--- config.mk ---
export PLATFORM = sky130hd
export DESIGN_NAME = rail_cfg_regs
export DESIGN_NICKNAME = d
export VERILOG_FILES = /design/src/hdl/rail_cfg_pkg.sv /design/src/hdl/rail_cfg_regs.sv /design/src/hdl/good_delay.sv
export SDC_FILE = /design/constraint.sdc
export NUM_CORES = 1
export LEC_CHECK = 0
export ABC_AREA = 1
export BUFFER_PORTS_ARGS = -buffer_cell sky130_fd_sc_hd__buf_2
export CELL_PAD_IN_SITES_DETAIL_PLACEMENT = 1
export CELL_PAD_IN_SITES_GLOBAL_PLACEMENT = 1
export CORE_MARGIN = 3
export CORE_UTILIZATION = 42
export DETAILED_ROUTE_END_ITERATION = 8
export PLACE_DENSITY = 0.86
export SYNTH_ARGS = -nofsm -noshare
export SYNTH_HDL_FRONTEND = slang
export SYNTH_SLANG_ARGS = --single-unit
--- constraint.sdc ---
create_clock -name mclk -period 2.55 [get_ports mclk]
set_clock_uncertainty 0.15 [all_clocks]
set_input_delay 0.51 -clock mclk [delete_from_list [all_inputs] [get_ports mclk]]
set_output_delay 0.51 -clock mclk [all_outputs]
set_load 0.01 [all_outputs]
--- src/hdl/rail_cfg_pkg.sv ---
// Overview of operation
// Standby low, override 0: PWM rail runs Auto.
// Override 1 keeps rail mode field during standby.
// Override only affects rails set to forced PWM.
// Override bits 5..0 map rails; reset ones.
// I/O discharge codes: none,125,225,550 ohm.
// 5V, DSW, hub discharge: none,100,200,500 ohm.
// Always-on 1.8V code 00 selects 860 ohm.
// 1.2V, 1.0V discharge: none,125,225,550 ohm.
// 0.85V discharge: none,150,250,575 ohm.
// Load switch discharge: none,100,200,500 ohm.
// Resume-reset good delay: 0,164,360,721 periods.
// Platform power-ok delay: 82,-,328,656 periods.
// System power-ok delay: eight codes, 82..3280 periods.
// Delay counters count 30.5 us RTC periods.
// Two controller sleep enables, reset to zero.
// Lock bit set rejects per-rail control writes; here it only drives rail_ctrl_write_lock and register writes still land.
// Mode field 11 PWM, 01/10 Auto, 00 off.
// Read-only reserved bits read zero, ignore writes.
// Host programs fields first, locks last.
`default_nettype none

package rail_cfg_pkg;

  // Register offsets
  localparam logic [7:0] OFF_OVERRIDE = 8'h3B;
  localparam logic [7:0] OFF_IO_DISCH = 8'h3C;
  localparam logic [7:0] OFF_AON_A    = 8'h3D;
  localparam logic [7:0] OFF_AON_B    = 8'h3E;
  localparam logic [7:0] OFF_LS_DISCH = 8'h3F;
  localparam logic [7:0] OFF_PG_DELAY = 8'h40;
  localparam logic [7:0] OFF_SLEEP    = 8'h41;
  localparam logic [7:0] OFF_LOCK     = 8'h42;

  // Values after reset
  localparam logic [7:0] RST_OVERRIDE = 8'h3F;
  localparam logic [7:0] RST_PG_DELAY = 8'h5F;
  localparam logic [7:0] RST_ZERO     = 8'h00;

  // Writable bits; the rest are read-only zero
  localparam logic [7:0] MASK_OVERRIDE = 8'h3F;
  localparam logic [7:0] MASK_IO_DISCH = 8'h03;
  localparam logic [7:0] MASK_LS_DISCH = 8'h3F;
  localparam logic [7:0] MASK_PG_DELAY = 8'h7F;
  localparam logic [7:0] MASK_LOCK     = 8'h01;
  localparam logic [7:0] MASK_FULL     = 8'hFF;

  // Field positions
  localparam int PG_RES_LSB  = 5;
  localparam int PG_PLAT_LSB = 3;
  localparam int PG_SYS_LSB  = 0;
  localparam int SLP_S4_BIT  = 1;
  localparam int SLP_DS4_BIT = 0;
  localparam int LOCK_BIT    = 0;
  localparam int AON_IDX     = 7;   // Always-on 1.8 V entry in the discharge vector

  // Converter mode codes and the no-discharge code
  localparam logic [1:0] MODE_OFF  = 2'h0;
  localparam logic [1:0] MODE_AUTO = 2'h1;
  localparam logic [1:0] MODE_PWM  = 2'h3;
  localparam logic [1:0] DIS_NONE  = 2'h0;

  // RTC period and its length in system clocks
  localparam real RTC_PERIOD_US  = 30.5;
  localparam real CLK_PERIOD_NS  = 10.0;
  localparam int  RTC_PERIOD_CYC = int'(RTC_PERIOD_US * 1000.0 / CLK_PERIOD_NS);

  // Delay tables in RTC periods, indexed by field code
  localparam logic [11:0] RES_DLY [0:3] = '{12'h000, 12'h0A4, 12'h168, 12'h2D1};
  localparam logic [11:0] PLAT_DLY [0:3] = '{12'h052, 12'h052, 12'h148, 12'h290};
  localparam logic [11:0] SYS_DLY [0:7] = '{12'h052, 12'h0A4, 12'h148, 12'h1EC,
                                            12'h290, 12'h668, 12'h99C, 12'hCD0};

endpackage : rail_cfg_pkg

`default_nettype wire

--- src/hdl/rail_cfg_regs.sv ---
`default_nettype none

module rail_cfg_regs #(
  parameter int unsigned RTC_DIV = rail_cfg_pkg::RTC_PERIOD_CYC
) (
  input  wire logic       mclk,
  input  wire logic       rst,
  input  wire logic       ce,
  input  wire logic [7:0] reg_addr,
  input  wire logic [7:0] reg_wdata,
  input  wire logic       reg_wr,
  input  wire logic       reg_rd,
  output logic      [7:0] reg_rdata,
  input  wire logic       low_power_idle_n,
  input  wire logic       all_rails_good,
  input  wire logic       resume_rails_good,
  input  wire logic [1:0] dsw3v3_mode_field,
  input  wire logic [1:0] io_rail_mode_field,
  input  wire logic [1:0] rail0v85_mode_field,
  input  wire logic [1:0] rail1v2_mode_field,
  input  wire logic [1:0] rail1v0_mode_field,
  input  wire logic [1:0] rail5v_mode_field,
  output logic      [1:0] dsw3v3_applied_mode,
  output logic      [1:0] io_rail_applied_mode,
  output logic      [1:0] rail0v85_applied_mode,
  output logic      [1:0] rail1v2_applied_mode,
  output logic      [1:0] rail1v0_applied_mode,
  output logic      [1:0] rail5v_applied_mode,
  output logic      [1:0] io_rail_discharge_sel,
  output logic      [1:0] rail5v_discharge_sel,
  output logic      [1:0] dsw3v3_discharge_sel,
  output logic      [1:0] hub3v3_discharge_sel,
  output logic      [1:0] aon1v8_discharge_sel,
  output logic      [1:0] rail1v8_2v5_discharge_sel,
  output logic      [1:0] rail1v2_discharge_sel,
  output logic      [1:0] rail1v0_discharge_sel,
  output logic      [1:0] rail0v85_discharge_sel,
  output logic      [1:0] sw3v3_discharge_sel,
  output logic      [1:0] sw1v8_discharge_sel,
  output logic      [1:0] sw1v0_discharge_sel,
  output logic     [11:0] discharge_path_on,
  output logic            resume_reset_good,
  output logic            platform_power_ok,
  output logic            system_power_ok,
  output logic            ctrl_s4_sleep_en,
  output logic            ctrl_deep_s4_en,
  output logic            rail_ctrl_write_lock
);
  import rail_cfg_pkg::*;

  typedef struct packed {
    logic [7:0]       ovr;
    logic [7:0]       dis_io;
    logic [7:0]       dis_a;
    logic [7:0]       dis_b;
    logic [7:0]       dis_ls;
    logic [7:0]       pgd;
    logic [7:0]       slp;
    logic [7:0]       lock;
    logic [7:0]       rdata;
    logic [1:0]       idle_s;
    logic [1:0]       all_s;
    logic [1:0]       res_s;
    logic [11:0]      div;
    logic             tick;
    logic [5:0][1:0]  mode;
    logic [11:0]      dis_on;
  } regs_t;

  localparam regs_t REGS_RST = '{ovr: RST_OVERRIDE, pgd: RST_PG_DELAY, idle_s: 2'h3,
                                 default: '0};

  regs_t            s_q;
  regs_t            s_d;
  logic [5:0][1:0]  mode_in;
  logic [5:0][1:0]  mode_next;
  logic [11:0][1:0] dis_sel;
  logic [11:0]      dis_next;
  logic [11:0]      res_target;
  logic [11:0]      plat_target;
  logic [11:0]      sys_target;
  logic             standby;

  // Rail order: bit 5 down to bit 0 of the override register
  assign mode_in = {dsw3v3_mode_field, io_rail_mode_field, rail0v85_mode_field,
                    rail1v2_mode_field, rail1v0_mode_field, rail5v_mode_field};
  assign standby = !s_q.idle_s[1];

  // Applied mode per rail during standby
  for (genvar i = 0; i < 6; i++) begin : g_rail
    assign mode_next[i] = (standby && mode_in[i] == MODE_PWM && !s_q.ovr[i])
                          ? MODE_AUTO : mode_in[i];

  end

  // Discharge selectors, io first down to the switched 1.0 V rail
  assign dis_sel = {s_q.dis_io[1:0], s_q.dis_a, s_q.dis_b, s_q.dis_ls[5:0]};

  // A path is open for any nonzero code; the always-on 1.8 V rail always has one
  for (genvar j = 0; j < 12; j++) begin : g_dis
    assign dis_next[j] = (dis_sel[j] != DIS_NONE) || (j == AON_IDX);

    if (j != AON_IDX) begin : g_plain

    end
  end

  // Delay targets from the power-good delay fields
  assign res_target  = RES_DLY[s_q.pgd[PG_RES_LSB +: 2]];
  assign plat_target = PLAT_DLY[s_q.pgd[PG_PLAT_LSB +: 2]];
  assign sys_target  = SYS_DLY[s_q.pgd[PG_SYS_LSB +: 3]];

  // Next state: synchronisers, RTC divider, register writes and reads
  always_comb begin
    s_d        = s_q;
    s_d.idle_s = {s_q.idle_s[0], low_power_idle_n};
    s_d.all_s  = {s_q.all_s[0], all_rails_good};
    s_d.res_s  = {s_q.res_s[0], resume_rails_good};
    s_d.mode   = mode_next;
    s_d.dis_on = dis_next;
    if (s_q.div == 12'(RTC_DIV - 1)) begin
      s_d.div  = 12'h000;
      s_d.tick = 1'b1;
    end else begin
      s_d.div  = s_q.div + 12'h001;
      s_d.tick = 1'b0;
    end
    if (reg_wr) begin
      case (reg_addr)
        OFF_OVERRIDE: s_d.ovr    = reg_wdata & MASK_OVERRIDE;
        OFF_IO_DISCH: s_d.dis_io = reg_wdata & MASK_IO_DISCH;
        OFF_AON_A:    s_d.dis_a  = reg_wdata & MASK_FULL;
        OFF_AON_B:    s_d.dis_b  = reg_wdata & MASK_FULL;
        OFF_LS_DISCH: s_d.dis_ls = reg_wdata & MASK_LS_DISCH;
        OFF_PG_DELAY: s_d.pgd    = reg_wdata & MASK_PG_DELAY;
        OFF_SLEEP:    s_d.slp    = reg_wdata & MASK_FULL;
        OFF_LOCK:     s_d.lock   = reg_wdata & MASK_LOCK;
        default: ;
      endcase
    end
    if (reg_rd) begin
      case (reg_addr)
        OFF_OVERRIDE: s_d.rdata = s_q.ovr;
        OFF_IO_DISCH: s_d.rdata = s_q.dis_io;
        OFF_AON_A:    s_d.rdata = s_q.dis_a;
        OFF_AON_B:    s_d.rdata = s_q.dis_b;
        OFF_LS_DISCH: s_d.rdata = s_q.dis_ls;
        OFF_PG_DELAY: s_d.rdata = s_q.pgd;
        OFF_SLEEP:    s_d.rdata = s_q.slp;
        OFF_LOCK:     s_d.rdata = s_q.lock;
        default:      s_d.rdata = RST_ZERO;
      endcase
    end
  end

  // State register; reset wins over the clock enable
  always_ff @(posedge mclk) begin
    if (rst) begin
      s_q <= REGS_RST;
    end else if (ce) begin
      s_q <= s_d;
    end
  end

  // Power-good delay timers
  good_delay u_res_dly (
    .mclk     (mclk),
    .rst      (rst),
    .ce       (ce),
    .rtc_tick (s_q.tick),
    .level    (s_q.res_s[1]),
    .target   (res_target),
    .good     (resume_reset_good)
  );

  good_delay u_plat_dly (
    .mclk     (mclk),
    .rst      (rst),
    .ce       (ce),
    .rtc_tick (s_q.tick),
    .level    (s_q.all_s[1]),
    .target   (plat_target),
    .good     (platform_power_ok)
  );

  good_delay u_sys_dly (
    .mclk     (mclk),
    .rst      (rst),
    .ce       (ce),
    .rtc_tick (s_q.tick),
    .level    (s_q.all_s[1]),
    .target   (sys_target),
    .good     (system_power_ok)
  );

  // Outputs straight from the state register
  assign reg_rdata                 = s_q.rdata;
  assign {dsw3v3_applied_mode, io_rail_applied_mode, rail0v85_applied_mode,
          rail1v2_applied_mode, rail1v0_applied_mode, rail5v_applied_mode} = s_q.mode;
  assign io_rail_discharge_sel     = s_q.dis_io[1:0];
  assign rail5v_discharge_sel      = s_q.dis_a[7:6];
  assign dsw3v3_discharge_sel      = s_q.dis_a[5:4];
  assign hub3v3_discharge_sel      = s_q.dis_a[3:2];
  assign aon1v8_discharge_sel      = s_q.dis_a[1:0];
  assign rail1v8_2v5_discharge_sel = s_q.dis_b[7:6];
  assign rail1v2_discharge_sel     = s_q.dis_b[5:4];
  assign rail1v0_discharge_sel     = s_q.dis_b[3:2];
  assign rail0v85_discharge_sel    = s_q.dis_b[1:0];
  assign sw3v3_discharge_sel       = s_q.dis_ls[5:4];
  assign sw1v8_discharge_sel       = s_q.dis_ls[3:2];
  assign sw1v0_discharge_sel       = s_q.dis_ls[1:0];
  assign discharge_path_on         = s_q.dis_on;
  assign ctrl_s4_sleep_en          = s_q.slp[SLP_S4_BIT];
  assign ctrl_deep_s4_en           = s_q.slp[SLP_DS4_BIT];
  assign rail_ctrl_write_lock      = s_q.lock[LOCK_BIT];
endmodule // rail_cfg_regs

`default_nettype wire

--- src/hdl/good_delay.sv ---
`default_nettype none

module good_delay (
  input  wire logic        mclk,
  input  wire logic        rst,
  input  wire logic        ce,
  input  wire logic        rtc_tick,
  input  wire logic        level,
  input  wire logic [11:0] target,
  output logic             good
);
  import rail_cfg_pkg::*;

  typedef struct packed {
    logic [11:0] cnt;
    logic        good;
  } dly_t;

  dly_t s_q;
  dly_t s_d;

  // Count RTC periods while the input is good; drop at once when it falls
  always_comb begin
    s_d = s_q;
    if (!level) begin
      s_d.cnt  = 12'h000;
      s_d.good = 1'b0;
    end else if (s_q.cnt >= target) begin
      s_d.good = 1'b1;
    end else if (rtc_tick) begin
      s_d.cnt = s_q.cnt + 12'h001;
    end
  end

  // State register
  always_ff @(posedge mclk) begin
    if (rst) begin
      s_q <= '0;
    end else if (ce) begin
      s_q <= s_d;
    end
  end

  assign good = s_q.good;
endmodule // good_delay

`default_nettype wire

==> results of run 1 <==
-- power by group through the flow --
stage	Sequential, mW	Combinational, mW	Clock (mW)
detailed placement	2.25	0.346	0
global placement	2.25	0.333	0
global route	2.21	0.397	2.67
CTS	2.20	0.352	2.58
finish	2.20	0.352	2.54
floorplan	2.24	0.241	0
-- metal layers --
metal | vias to the layer above | part of all wire | global-route usage
met2 | 163 | 0.49 | 0.403
met4 | 0 | 0.021 | 0.0714
met1 | 3522 | 0.44 | 0.287
li1 | 3544 | - | -
met3 | 40 | 0.051 | 0.0608
met5 | - | 0 | 0
-- synth_stat cells (all sizes together), types with 8 or more instances --
cell,number
xor2,8
clkbuf,21
nor2,135
dfxtp,136
ha,38
inv,104
o21ai,84
a21oi,103
buf,71
nand2,198
nand4,8
nor3,15
a31oi,11
nand3,95
-- state kept, by name, indices dropped and copies added, names as in the netlist, 3 cells and up --
register           count
s_d                    3
reg_rdata              8
u_plat_dly.s_q        12
u_res_dly.s_q         12
s_q                   35
u_sys_dly.s_q         12
discharge_path_on     12
-- path summary, 6_finish.rpt --
kind	startpoint	end	cells after the start
setup / recovery	s_q[69]$_SDFFE_PP1P_	u_sys_dly.s_q[3]$_SDFFE_PP0P_	12
hold / removal	rail1v2_mode_field[1]	rail1v2_applied_mode[1]$_SDFFE_PP0P_	3
setup reg to reg	s_q[69]$_SDFFE_PP1P_	u_sys_dly.s_q[3]$_SDFFE_PP0P_	12
hold reg to reg	u_plat_dly.s_q[12]$_SDFFE_PP0P_	u_plat_dly.s_q[12]$_SDFFE_PP0P_	2
-- worst max-delay path, cell delays in order (launching register included) --
cell and delay (ps):
dfxtp_1 560, mux2i_1 250, inv_1 60, ha_1 290, nand2_1 60, inv_1 40
nand2_1 50, nor2_1 50, a21oi_2 200, nand3_2 140, buf_6 180, nand3_1 80
a21oi_1 70
-- metrics by stage --
step / area, um^2 / instances / power, mW / util / setup TNS (ps)
finish: 8440 / 1348 / 5.09 / 0.485 / 0
global route: 8440 / 1348 / 5.27 / 0.485 / -4.51
CTS: 8420 / 1348 / 5.14 / 0.484 / 0
detailed placement: 7820 / 1316 / 2.59 / 0.449 / -5.96
global placement: 7820 / 1316 / 2.58 / 0.449 / 0
floorplan: 7530 / 1069 / 2.48 / - / 0
-- logic make-up (layout without fill, tap and decap cells) --
family	after synthesis	count (layout)	synth area share
simple gates	468	468	0.274
xor+xnor	13	13	0.0151
mux	1	1	0.00133
flops	136	136	0.362
fa+ha+maj	38	38	0.0631
buf+inv	200	254	0.136
compound gates	213	213	0.149
-- final cells by class --
type                    instances  share of cell area
flip-flops and latches        136               0.323
inverters                     108              0.0480
clock buffers                  17              0.0504
repair buffers                114              0.0745
well taps                     225              0.0333
clock inverters                15              0.0212
multi-input cells             733               0.450
==> flow_summary.html, run 1 <==
<table>
<tr><th>Metric</th><th>Value</th></tr>
<tr><th colspan="2">Clocking</th></tr>
<tr><td>Clk sink count</td><td>136</td></tr>
<tr><td>Number of setup buffers added after CTS</td><td>0</td></tr>
<tr><td>Count of hold buffers inserted by post-cts repair</td><td>0</td></tr>
<tr><td>Maximum root-to-sink buffer count</td><td>2</td></tr>
<tr><td>CTS H-tree depth</td><td>4</td></tr>
<tr><td>Source-to-sink clock delay at the later pin of the worst-skew pair</td><td>430 ps</td></tr>
<tr><td>Clock tree from TritonCTS</td><td>built</td></tr>
<tr><td>Clock transition at the register clock pins on the worst setup and hold paths after CTS</td><td>60 ps</td></tr>
<tr><td>Post_cts resized</td><td>1</td></tr>
<tr><td>Total CTS buffers</td><td>17</td></tr>
<tr><td>Clock root cell</td><td>clkbuf_16</td></tr>
<tr><th colspan="2">GRT</th></tr>
<tr><td>Remaining global-route overflow</td><td>0</td></tr>
<tr><td>Number of antenna violations at the first check in global routing</td><td>0</td></tr>
<tr><td>Largest net degree at the start of global routing</td><td>61</td></tr>
<tr><td>Number of global-route vias before repair</td><td>7607</td></tr>
<tr><td>Global-route total usage across every layer</td><td>0.234</td></tr>
<tr><td>Wire length of the first global-routing pass</td><td>37.6 mm</td></tr>
<tr><th colspan="2">Die</th></tr>
<tr><td>Starting density of the core</td><td>0.432</td></tr>
<tr><td>Die W</td><td>140 um</td></tr>
<tr><td>Die Ht</td><td>140 um</td></tr>
<tr><td>Ports</td><td>98</td></tr>
<tr><td>Area of the placeable core</td><td>17400 um^2</td></tr>
<tr><td>Die footprint</td><td>19600 um^2</td></tr>
<tr><td>Number of rows in the core area</td><td>48</td></tr>
<tr><th colspan="2">Detailed routing</th></tr>
<tr><td>Detail-routed net length per standard cell</td><td>16.8 um</td></tr>
<tr><td>Number of nets with antenna violations after routing</td><td>0</td></tr>
<tr><td>Aggregate routed wire length</td><td>22.7 mm</td></tr>
<tr><td>Vias/cell</td><td>5.39</td></tr>
<tr><td>Iteration-0 DRC Markers</td><td>435</td></tr>
<tr><td>Via count</td><td>7269</td></tr>
<tr><td>Length of the first detailed-routing pass in iterations</td><td>5</td></tr>
<tr><td>Number of DRC violations after detailed routing</td><td>0</td></tr>
<tr><th colspan="2">Synthesis</th></tr>
<tr><td>Sequential element share of the synthesized area</td><td>0.362</td></tr>
<tr><td>Number of warnings issued by yosys</td><td>0</td></tr>
<tr><td>Area leader, netlist</td><td>dfxtp_1</td></tr>
<tr><td>Net Count, Synth</td><td>1143</td></tr>
<tr><td>Post-synthesis async set-or-reset flop share</td><td>0</td></tr>
<tr><td>Avg Synthesized Cell Area</td><td>7.04 um^2</td></tr>
<tr><td>Area of the mapped netlist</td><td>7530 um^2</td></tr>
<tr><td>Total of flip-flops plus latches after synthesis</td><td>136</td></tr>
<tr><td>Dominant synthesized flop cell</td><td>dfxtp_1</td></tr>
<tr><td>Synthesized instance count</td><td>1069</td></tr>
<tr><td>Largest cells by area after synthesis</td><td>dfxtp_1 (36%), nand2_1 (9.6%), a21oi_1 (6.8%), nor2_1 (6.5%), ha_1 (6.3%)</td></tr>
<tr><td>Count of cell types in the netlist</td><td>43</td></tr>
<tr><td>Share of Yosys cell area claimed by the top area cell type</td><td>0.362</td></tr>
<tr><td>Number of synthesized flops with an enable pin</td><td>0</td></tr>
<tr><th colspan="2">STA</th></tr>
<tr><td>Relative max-transition margin</td><td>0.590</td></tr>
<tr><td>Max Fclk</td><td>428 MHz</td></tr>
<tr><td>Fin worst setup slack</td><td>211 ps</td></tr>
<tr><td>Post-layout min period</td><td>2340 ps</td></tr>
<tr><td>Worst hold slack</td><td>177 ps</td></tr>
<tr><td>Worst Max-Slew Pin Slew</td><td>616 ps</td></tr>
<tr><td>Final worst-path cycle share</td><td>0.917</td></tr>
<tr><td>Final setup violation count</td><td>0</td></tr>
<tr><td>Fin. Hold Viols</td><td>0</td></tr>
<tr><td>Final Slew Violations</td><td>0</td></tr>
<tr><th colspan="2">Finish</th></tr>
<tr><td>Ant diodes</td><td>0</td></tr>
<tr><td>Total area of sequential cells</td><td>2730 um^2</td></tr>
<tr><td>Ratio of cells with drive above 1 in the final layout</td><td>0.155</td></tr>
<tr><td>Synth-to-layout area growth</td><td>12.1%</td></tr>
<tr><td>Commonest cells after routing, fill and taps aside</td><td>nand2_1 (192), dfxtp_1 (134), nor2_1 (131)</td></tr>
<tr><td>Final nets</td><td>1184</td></tr>
<tr><td>Most frequent standard cell in the layout excluding fill and tap cells</td><td>nand2_1</td></tr>
<tr><td>Combined area of the multi-input logic cells</td><td>3800 um^2</td></tr>
<tr><td>Total of fill cells in the finished design</td><td>2296</td></tr>
<tr><th colspan="2">Pwr</th></tr>
<tr><td>Power per cell area</td><td>603 nW/um^2</td></tr>
<tr><td>Net Sw Power</td><td>1.33 mW</td></tr>
<tr><td>Share of power burned in registers</td><td>0.432</td></tr>
<tr><td>Static power due to leakage</td><td>3.72 nW</td></tr>
<tr><td>Internal Dissipation</td><td>3.76 mW</td></tr>
<tr><td>Max IR drop VDD</td><td>0.000480 V</td></tr>
<tr><td>Proportion of power drawn by the clock network</td><td>0.498</td></tr>
<tr><td>Combinational cell fraction of total power</td><td>0.069</td></tr>
<tr><td>Switching power as a share of total power</td><td>0.262</td></tr>
<tr><th colspan="2">Critical path</th></tr>
<tr><td>Maximum fanout encountered on the critical timing path</td><td>11</td></tr>
<tr><td>CP startpoint kind</td><td>flop</td></tr>
<tr><td>Type of the setup path with the least slack</td><td>flop to flop</td></tr>
<tr><td>Setup crit end kind</td><td>flop</td></tr>
<tr><td>Minimum setup slack among reg-to-reg paths</td><td>210 ps</td></tr>
<tr><td>Crit path required time</td><td>2680 ps</td></tr>
<tr><td>Arrival time of the worst setup path</td><td>2470 ps</td></tr>
<tr><th colspan="2">Place</th></tr>
<tr><td>Detailed placement HPWL</td><td>16.3 mm</td></tr>
<tr><td>Count of input and output buffers</td><td>97</td></tr>
<tr><td>Placer Congestion</td><td>0.869</td></tr>
<tr><td>DP Worst Slack</td><td>-5.96 ps</td></tr>
<tr><th colspan="2">Worst hold path</th></tr>
<tr><td>Class of the most critical hold timing path</td><td>primary input to flop</td></tr>
<tr><th colspan="2">Run status</th></tr>
<tr><td>Run status</td><td>finished clean</td></tr>
<tr><th colspan="2">Flow run</th></tr>
<tr><td>Number of violations of the max-capacitance limit</td><td>0</td></tr>
</table>
(Power assumes the default switching activity.)
==> run 2, diff against run 1 <==
Clock period 2.55 ns to 2.25 ns, I/O delays scaled along.
==> run 2 against run 1 <==
  * The flow now finishes with violations (negative setup slack)
  * Clock power up 13%
  * Register-to-register slack worse by 510 ps
  * Utilization up 3.3 points
  * Worst setup slack worse by 510 ps
  * First-iteration DRC count up 11%
  * Cell count up 2.7%
==> flow_summary.html, run 2 (synthesized netlist as in run 1, its figures left out) <==
<table>
<tr><th>Metric</th><th>Value</th></tr>
<tr><th colspan="2">Run status</th></tr>
<tr><td>Run status</td><td>finished, violations left (was finished clean)</td></tr>
<tr><td>Failing checks</td><td>negative setup slack</td></tr>
<tr><th colspan="2">Detailed routing</th></tr>
<tr><td>Length of the first detailed-routing pass in iterations</td><td>5 (unchanged)</td></tr>
<tr><td>Detail-routed net length per standard cell</td><td>18.5 um (was 16.8 um)</td></tr>
<tr><td>Iteration-0 DRC Markers</td><td>481 (was 435)</td></tr>
<tr><td>Aggregate routed wire length</td><td>25.7 mm (was 22.7 mm)</td></tr>
<tr><td>Number of nets with antenna violations after routing</td><td>0 (unchanged)</td></tr>
<tr><td>Vias/cell</td><td>5.49 (was 5.39)</td></tr>
<tr><td>Number of DRC violations after detailed routing</td><td>0 (unchanged)</td></tr>
<tr><td>Via count</td><td>7603 (was 7269)</td></tr>
<tr><th colspan="2">GRT</th></tr>
<tr><td>Met1 routing resource usage after global routing</td><td>0.294 (was 0.287)</td></tr>
<tr><td>Remaining global-route overflow</td><td>0 (unchanged)</td></tr>
<tr><td>Largest net degree at the start of global routing</td><td>53 (was 61)</td></tr>
<tr><td>Wire length of the first global-routing pass</td><td>39.2 mm (was 37.6 mm)</td></tr>
<tr><td>Global-route total usage across every layer</td><td>0.249 (was 0.234)</td></tr>
<tr><td>Global routing met3 resource utilization</td><td>0.0625 (was 0.0608)</td></tr>
<tr><td>Number of global-route vias before repair</td><td>7792 (was 7607)</td></tr>
<tr><td>Number of antenna violations at the first check in global routing</td><td>0 (unchanged)</td></tr>
<tr><td>GR Layer Usage met2</td><td>0.427 (was 0.403)</td></tr>
<tr><td>Busiest metal layer after global routing</td><td>met2 (unchanged)</td></tr>
<tr><th colspan="2">STA</th></tr>
<tr><td>Final total negative setup slack</td><td>-3400 ps (was 0 ps)</td></tr>
<tr><td>Worst Max-Slew Pin Slew</td><td>683 ps (was 616 ps)</td></tr>
<tr><td>Final worst-path cycle share</td><td>1.13 (was 0.917)</td></tr>
<tr><td>Max Fclk</td><td>392 MHz (was 428 MHz)</td></tr>
<tr><td>Fin worst setup slack</td><td>-299 ps (was 211 ps)</td></tr>
<tr><td>Final setup violation count</td><td>13 (was 0)</td></tr>
<tr><td>Relative max-transition margin</td><td>0.544 (was 0.590)</td></tr>
<tr><td>Final Slew Violations</td><td>0 (unchanged)</td></tr>
<tr><td>Fin. Hold Viols</td><td>0 (unchanged)</td></tr>
<tr><td>Worst hold slack</td><td>73.6 ps (was 177 ps)</td></tr>
<tr><td>Post-layout min period</td><td>2550 ps (was 2340 ps)</td></tr>
<tr><td>Setup repair after global routing missed its margin</td><td>yes</td></tr>
<tr><th colspan="2">Critical path</th></tr>
<tr><td>CP Cell Sequence</td><td>inv_4, ha_4, a21oi_4, ha_4, a21oi_1, nand2_1, a21oi_2, nand3_4, buf_4, buf_6, nand3_1, a21oi_1 (was mux2i_1, inv_1, ha_1, nand2_1, inv_1, nand2_1, nor2_1, a21oi_2, nand3_2, buf_6, nand3_1, a21oi_1)</td></tr>
<tr><td>Crit path required time</td><td>2380 ps (was 2680 ps)</td></tr>
<tr><td>Type of the setup path with the least slack</td><td>flop to flop (unchanged)</td></tr>
<tr><td>CP startpoint kind</td><td>flop (unchanged)</td></tr>
<tr><td>Arrival time of the worst setup path</td><td>2680 ps (was 2470 ps)</td></tr>
<tr><td>Maximum fanout encountered on the critical timing path</td><td>6 (was 11)</td></tr>
<tr><td>Cell family with the largest share of critical-path delay</td><td>compound AO/OA/AOI/OAI gates (was flip-flops)</td></tr>
<tr><td>Setup crit end kind</td><td>flop (unchanged)</td></tr>
<tr><td>Count of buffering cells on the critical path with inverters included</td><td>3 (unchanged)</td></tr>
<tr><td>Slowest cell delay on critical path</td><td>390 ps (was 560 ps)</td></tr>
<tr><td>Worst path slowest cell</td><td>dfxtp_4 (was dfxtp_1)</td></tr>
<tr><th colspan="2">Flow run</th></tr>
<tr><td>Number of violations of the max-capacitance limit</td><td>0 (unchanged)</td></tr>
<tr><th colspan="2">Clocking</th></tr>
<tr><td>Clk sink count</td><td>136 (unchanged)</td></tr>
<tr><td>Clock root cell</td><td>clkbuf_16 (unchanged)</td></tr>
<tr><td>Maximum root-to-sink buffer count</td><td>2 (unchanged)</td></tr>
<tr><td>Source-to-sink clock delay at the later pin of the worst-skew pair</td><td>440 ps (was 430 ps)</td></tr>
<tr><td>Clock tree from TritonCTS</td><td>built (unchanged)</td></tr>
<tr><td>CTS H-tree depth</td><td>4 (unchanged)</td></tr>
<tr><td>Total CTS buffers</td><td>17 (unchanged)</td></tr>
<tr><td>Count of hold buffers inserted by post-cts repair</td><td>0 (unchanged)</td></tr>
<tr><td>Clock transition at the register clock pins on the worst setup and hold paths after CTS</td><td>60 ps (about the same)</td></tr>
<tr><th colspan="2">Die</th></tr>
<tr><td>Die W</td><td>140 um (unchanged)</td></tr>
<tr><td>Area of the placeable core</td><td>17400 um^2 (unchanged)</td></tr>
<tr><td>Die Ht</td><td>140 um (unchanged)</td></tr>
<tr><td>Number of rows in the core area</td><td>48 (unchanged)</td></tr>
<tr><td>Die footprint</td><td>19600 um^2 (unchanged)</td></tr>
<tr><td>Ports</td><td>98 (unchanged)</td></tr>
<tr><td>Starting density of the core</td><td>0.432 (unchanged)</td></tr>
<tr><th colspan="2">Finish</th></tr>
<tr><td>Ratio of cells with drive above 1 in the final layout</td><td>0.228 (was 0.155)</td></tr>
<tr><td>Final standard cell count with taps included and fillers excluded</td><td>1384 (was 1348)</td></tr>
<tr><td>Core utilization of the finished layout</td><td>0.518 (was 0.485)</td></tr>
<tr><td>Ant diodes</td><td>0 (unchanged)</td></tr>
<tr><td>Most flop-heavy register</td><td>s_q (unchanged)</td></tr>
<tr><td>Synth-to-layout area growth</td><td>19.7% (was 12.1%)</td></tr>
<tr><td>Most frequent standard cell in the layout excluding fill and tap cells</td><td>nand2_1 (unchanged)</td></tr>
<tr><td>Final nets</td><td>1220 (was 1184)</td></tr>
<tr><td>Commonest cells after routing, fill and taps aside</td><td>nand2_1 (180), dfxtp_1 (129), nor2_1 (123) (was nand2_1 (192), dfxtp_1 (134), nor2_1 (131))</td></tr>
<tr><td>Max FFs per register</td><td>35 (unchanged)</td></tr>
<tr><th colspan="2">Pwr</th></tr>
<tr><td>Power per cell area</td><td>646 nW/um^2 (was 603 nW/um^2)</td></tr>
<tr><td>Total chip power</td><td>5.83 mW (was 5.09 mW)</td></tr>
<tr><td>Max IR drop VDD</td><td>0.000534 V (was 0.000480 V)</td></tr>
<tr><td>Static power due to leakage</td><td>3.90 nW (was 3.72 nW)</td></tr>
<tr><th colspan="2">Place</th></tr>
<tr><td>Placer Congestion</td><td>0.875 (was 0.869)</td></tr>
<tr><td>Count of input and output buffers</td><td>97 (unchanged)</td></tr>
<tr><td>Detailed placement HPWL</td><td>16.5 mm (was 16.3 mm)</td></tr>
<tr><td>Placed cell count</td><td>1343 (was 1316)</td></tr>
<tr><th colspan="2">Worst hold path</th></tr>
<tr><td>Class of the most critical hold timing path</td><td>primary input to flop (unchanged)</td></tr>
</table>
==> run 2: cell count changes in the layout (fill, tap and decap cells not counted), sizes merged <==
cell	delta
clkinv	+3
inv	-5
clkbuf	+1
clkinvlp	+1
buf	+36
==> run 2: routing by layer <==
| metal | vias up | wire, um |
|---|---|---|
| met1 | 3673 | 10400 |
| li1 | 3615 | - |
| met5 | - | 0 |
| met2 | 234 | 12700 |
| met3 | 81 | 1580 |
| met4 | 0 | 996 |
==> run 2: where the power goes <==
part           internal [mW]  leakage (nW)  switching [mW]  total (mW)
registers               2.45          1.10          0.0367        2.49
logic                  0.158          2.51           0.297       0.455
clock network           1.69         0.286            1.20        2.88
==> run 2: path summary, 6_finish.rpt <==
check                            startpoint                              to  slack (ps)  cells after the start
max                    s_q[67]$_SDFFE_PP1P_   u_sys_dly.s_q[6]$_SDFFE_PP0P_        -300                     12
min                        low_power_idle_n            s_d[42]$_SDFFE_PP1P_          70                      3
max reg2reg            s_q[67]$_SDFFE_PP1P_   u_sys_dly.s_q[6]$_SDFFE_PP0P_        -300                     12
min reg2reg  u_res_dly.s_q[12]$_SDFFE_PP0P_  u_res_dly.s_q[12]$_SDFFE_PP0P_         290                      2
==> run 2: metrics by stage <==
| step | instance area [um^2] | setup WS (ps) |
|---|---|---|
| 2_1_floorplan | 7530 | 42.5 |
| 3_3_place_gp | 8030 | -13.8 |
| 3_5_place_dp | 8030 | -147 |
| 4_1_cts | 8840 | -58.8 |
| 5_1_grt | 9010 | -394 |
| 6_report | 9010 | -299 |
==> run 2: what timing repair did <==
item,in CTS,in global routing
pin swaps,0,17
cloned,2,1
setup endpoints to repair,25,37
resized for setup,35,49
setup buffers,6,6
==> run 2: worst register-to-register path: stages (launching register included) <==
cell     delay (ps)
dfxtp_4         390
inv_4            60
ha_4            260
a21oi_4         190
ha_4            230
a21oi_1         210
nand2_1         120
a21oi_2         220
nand3_4         120
buf_4           160
buf_6           130
nand3_1          70
a21oi_1          80
==> run 2: final cells by class <==
class / count / area [um^2]
well taps: 225 / 282
fillers: 2272 / 8400
inverters: 108 / 415
clock inverters: 14 / 164
multi-input cells: 733 / 4030
flip-flops and latches: 136 / 2740
repair buffers: 150 / 945
clock buffers: 18 / 439
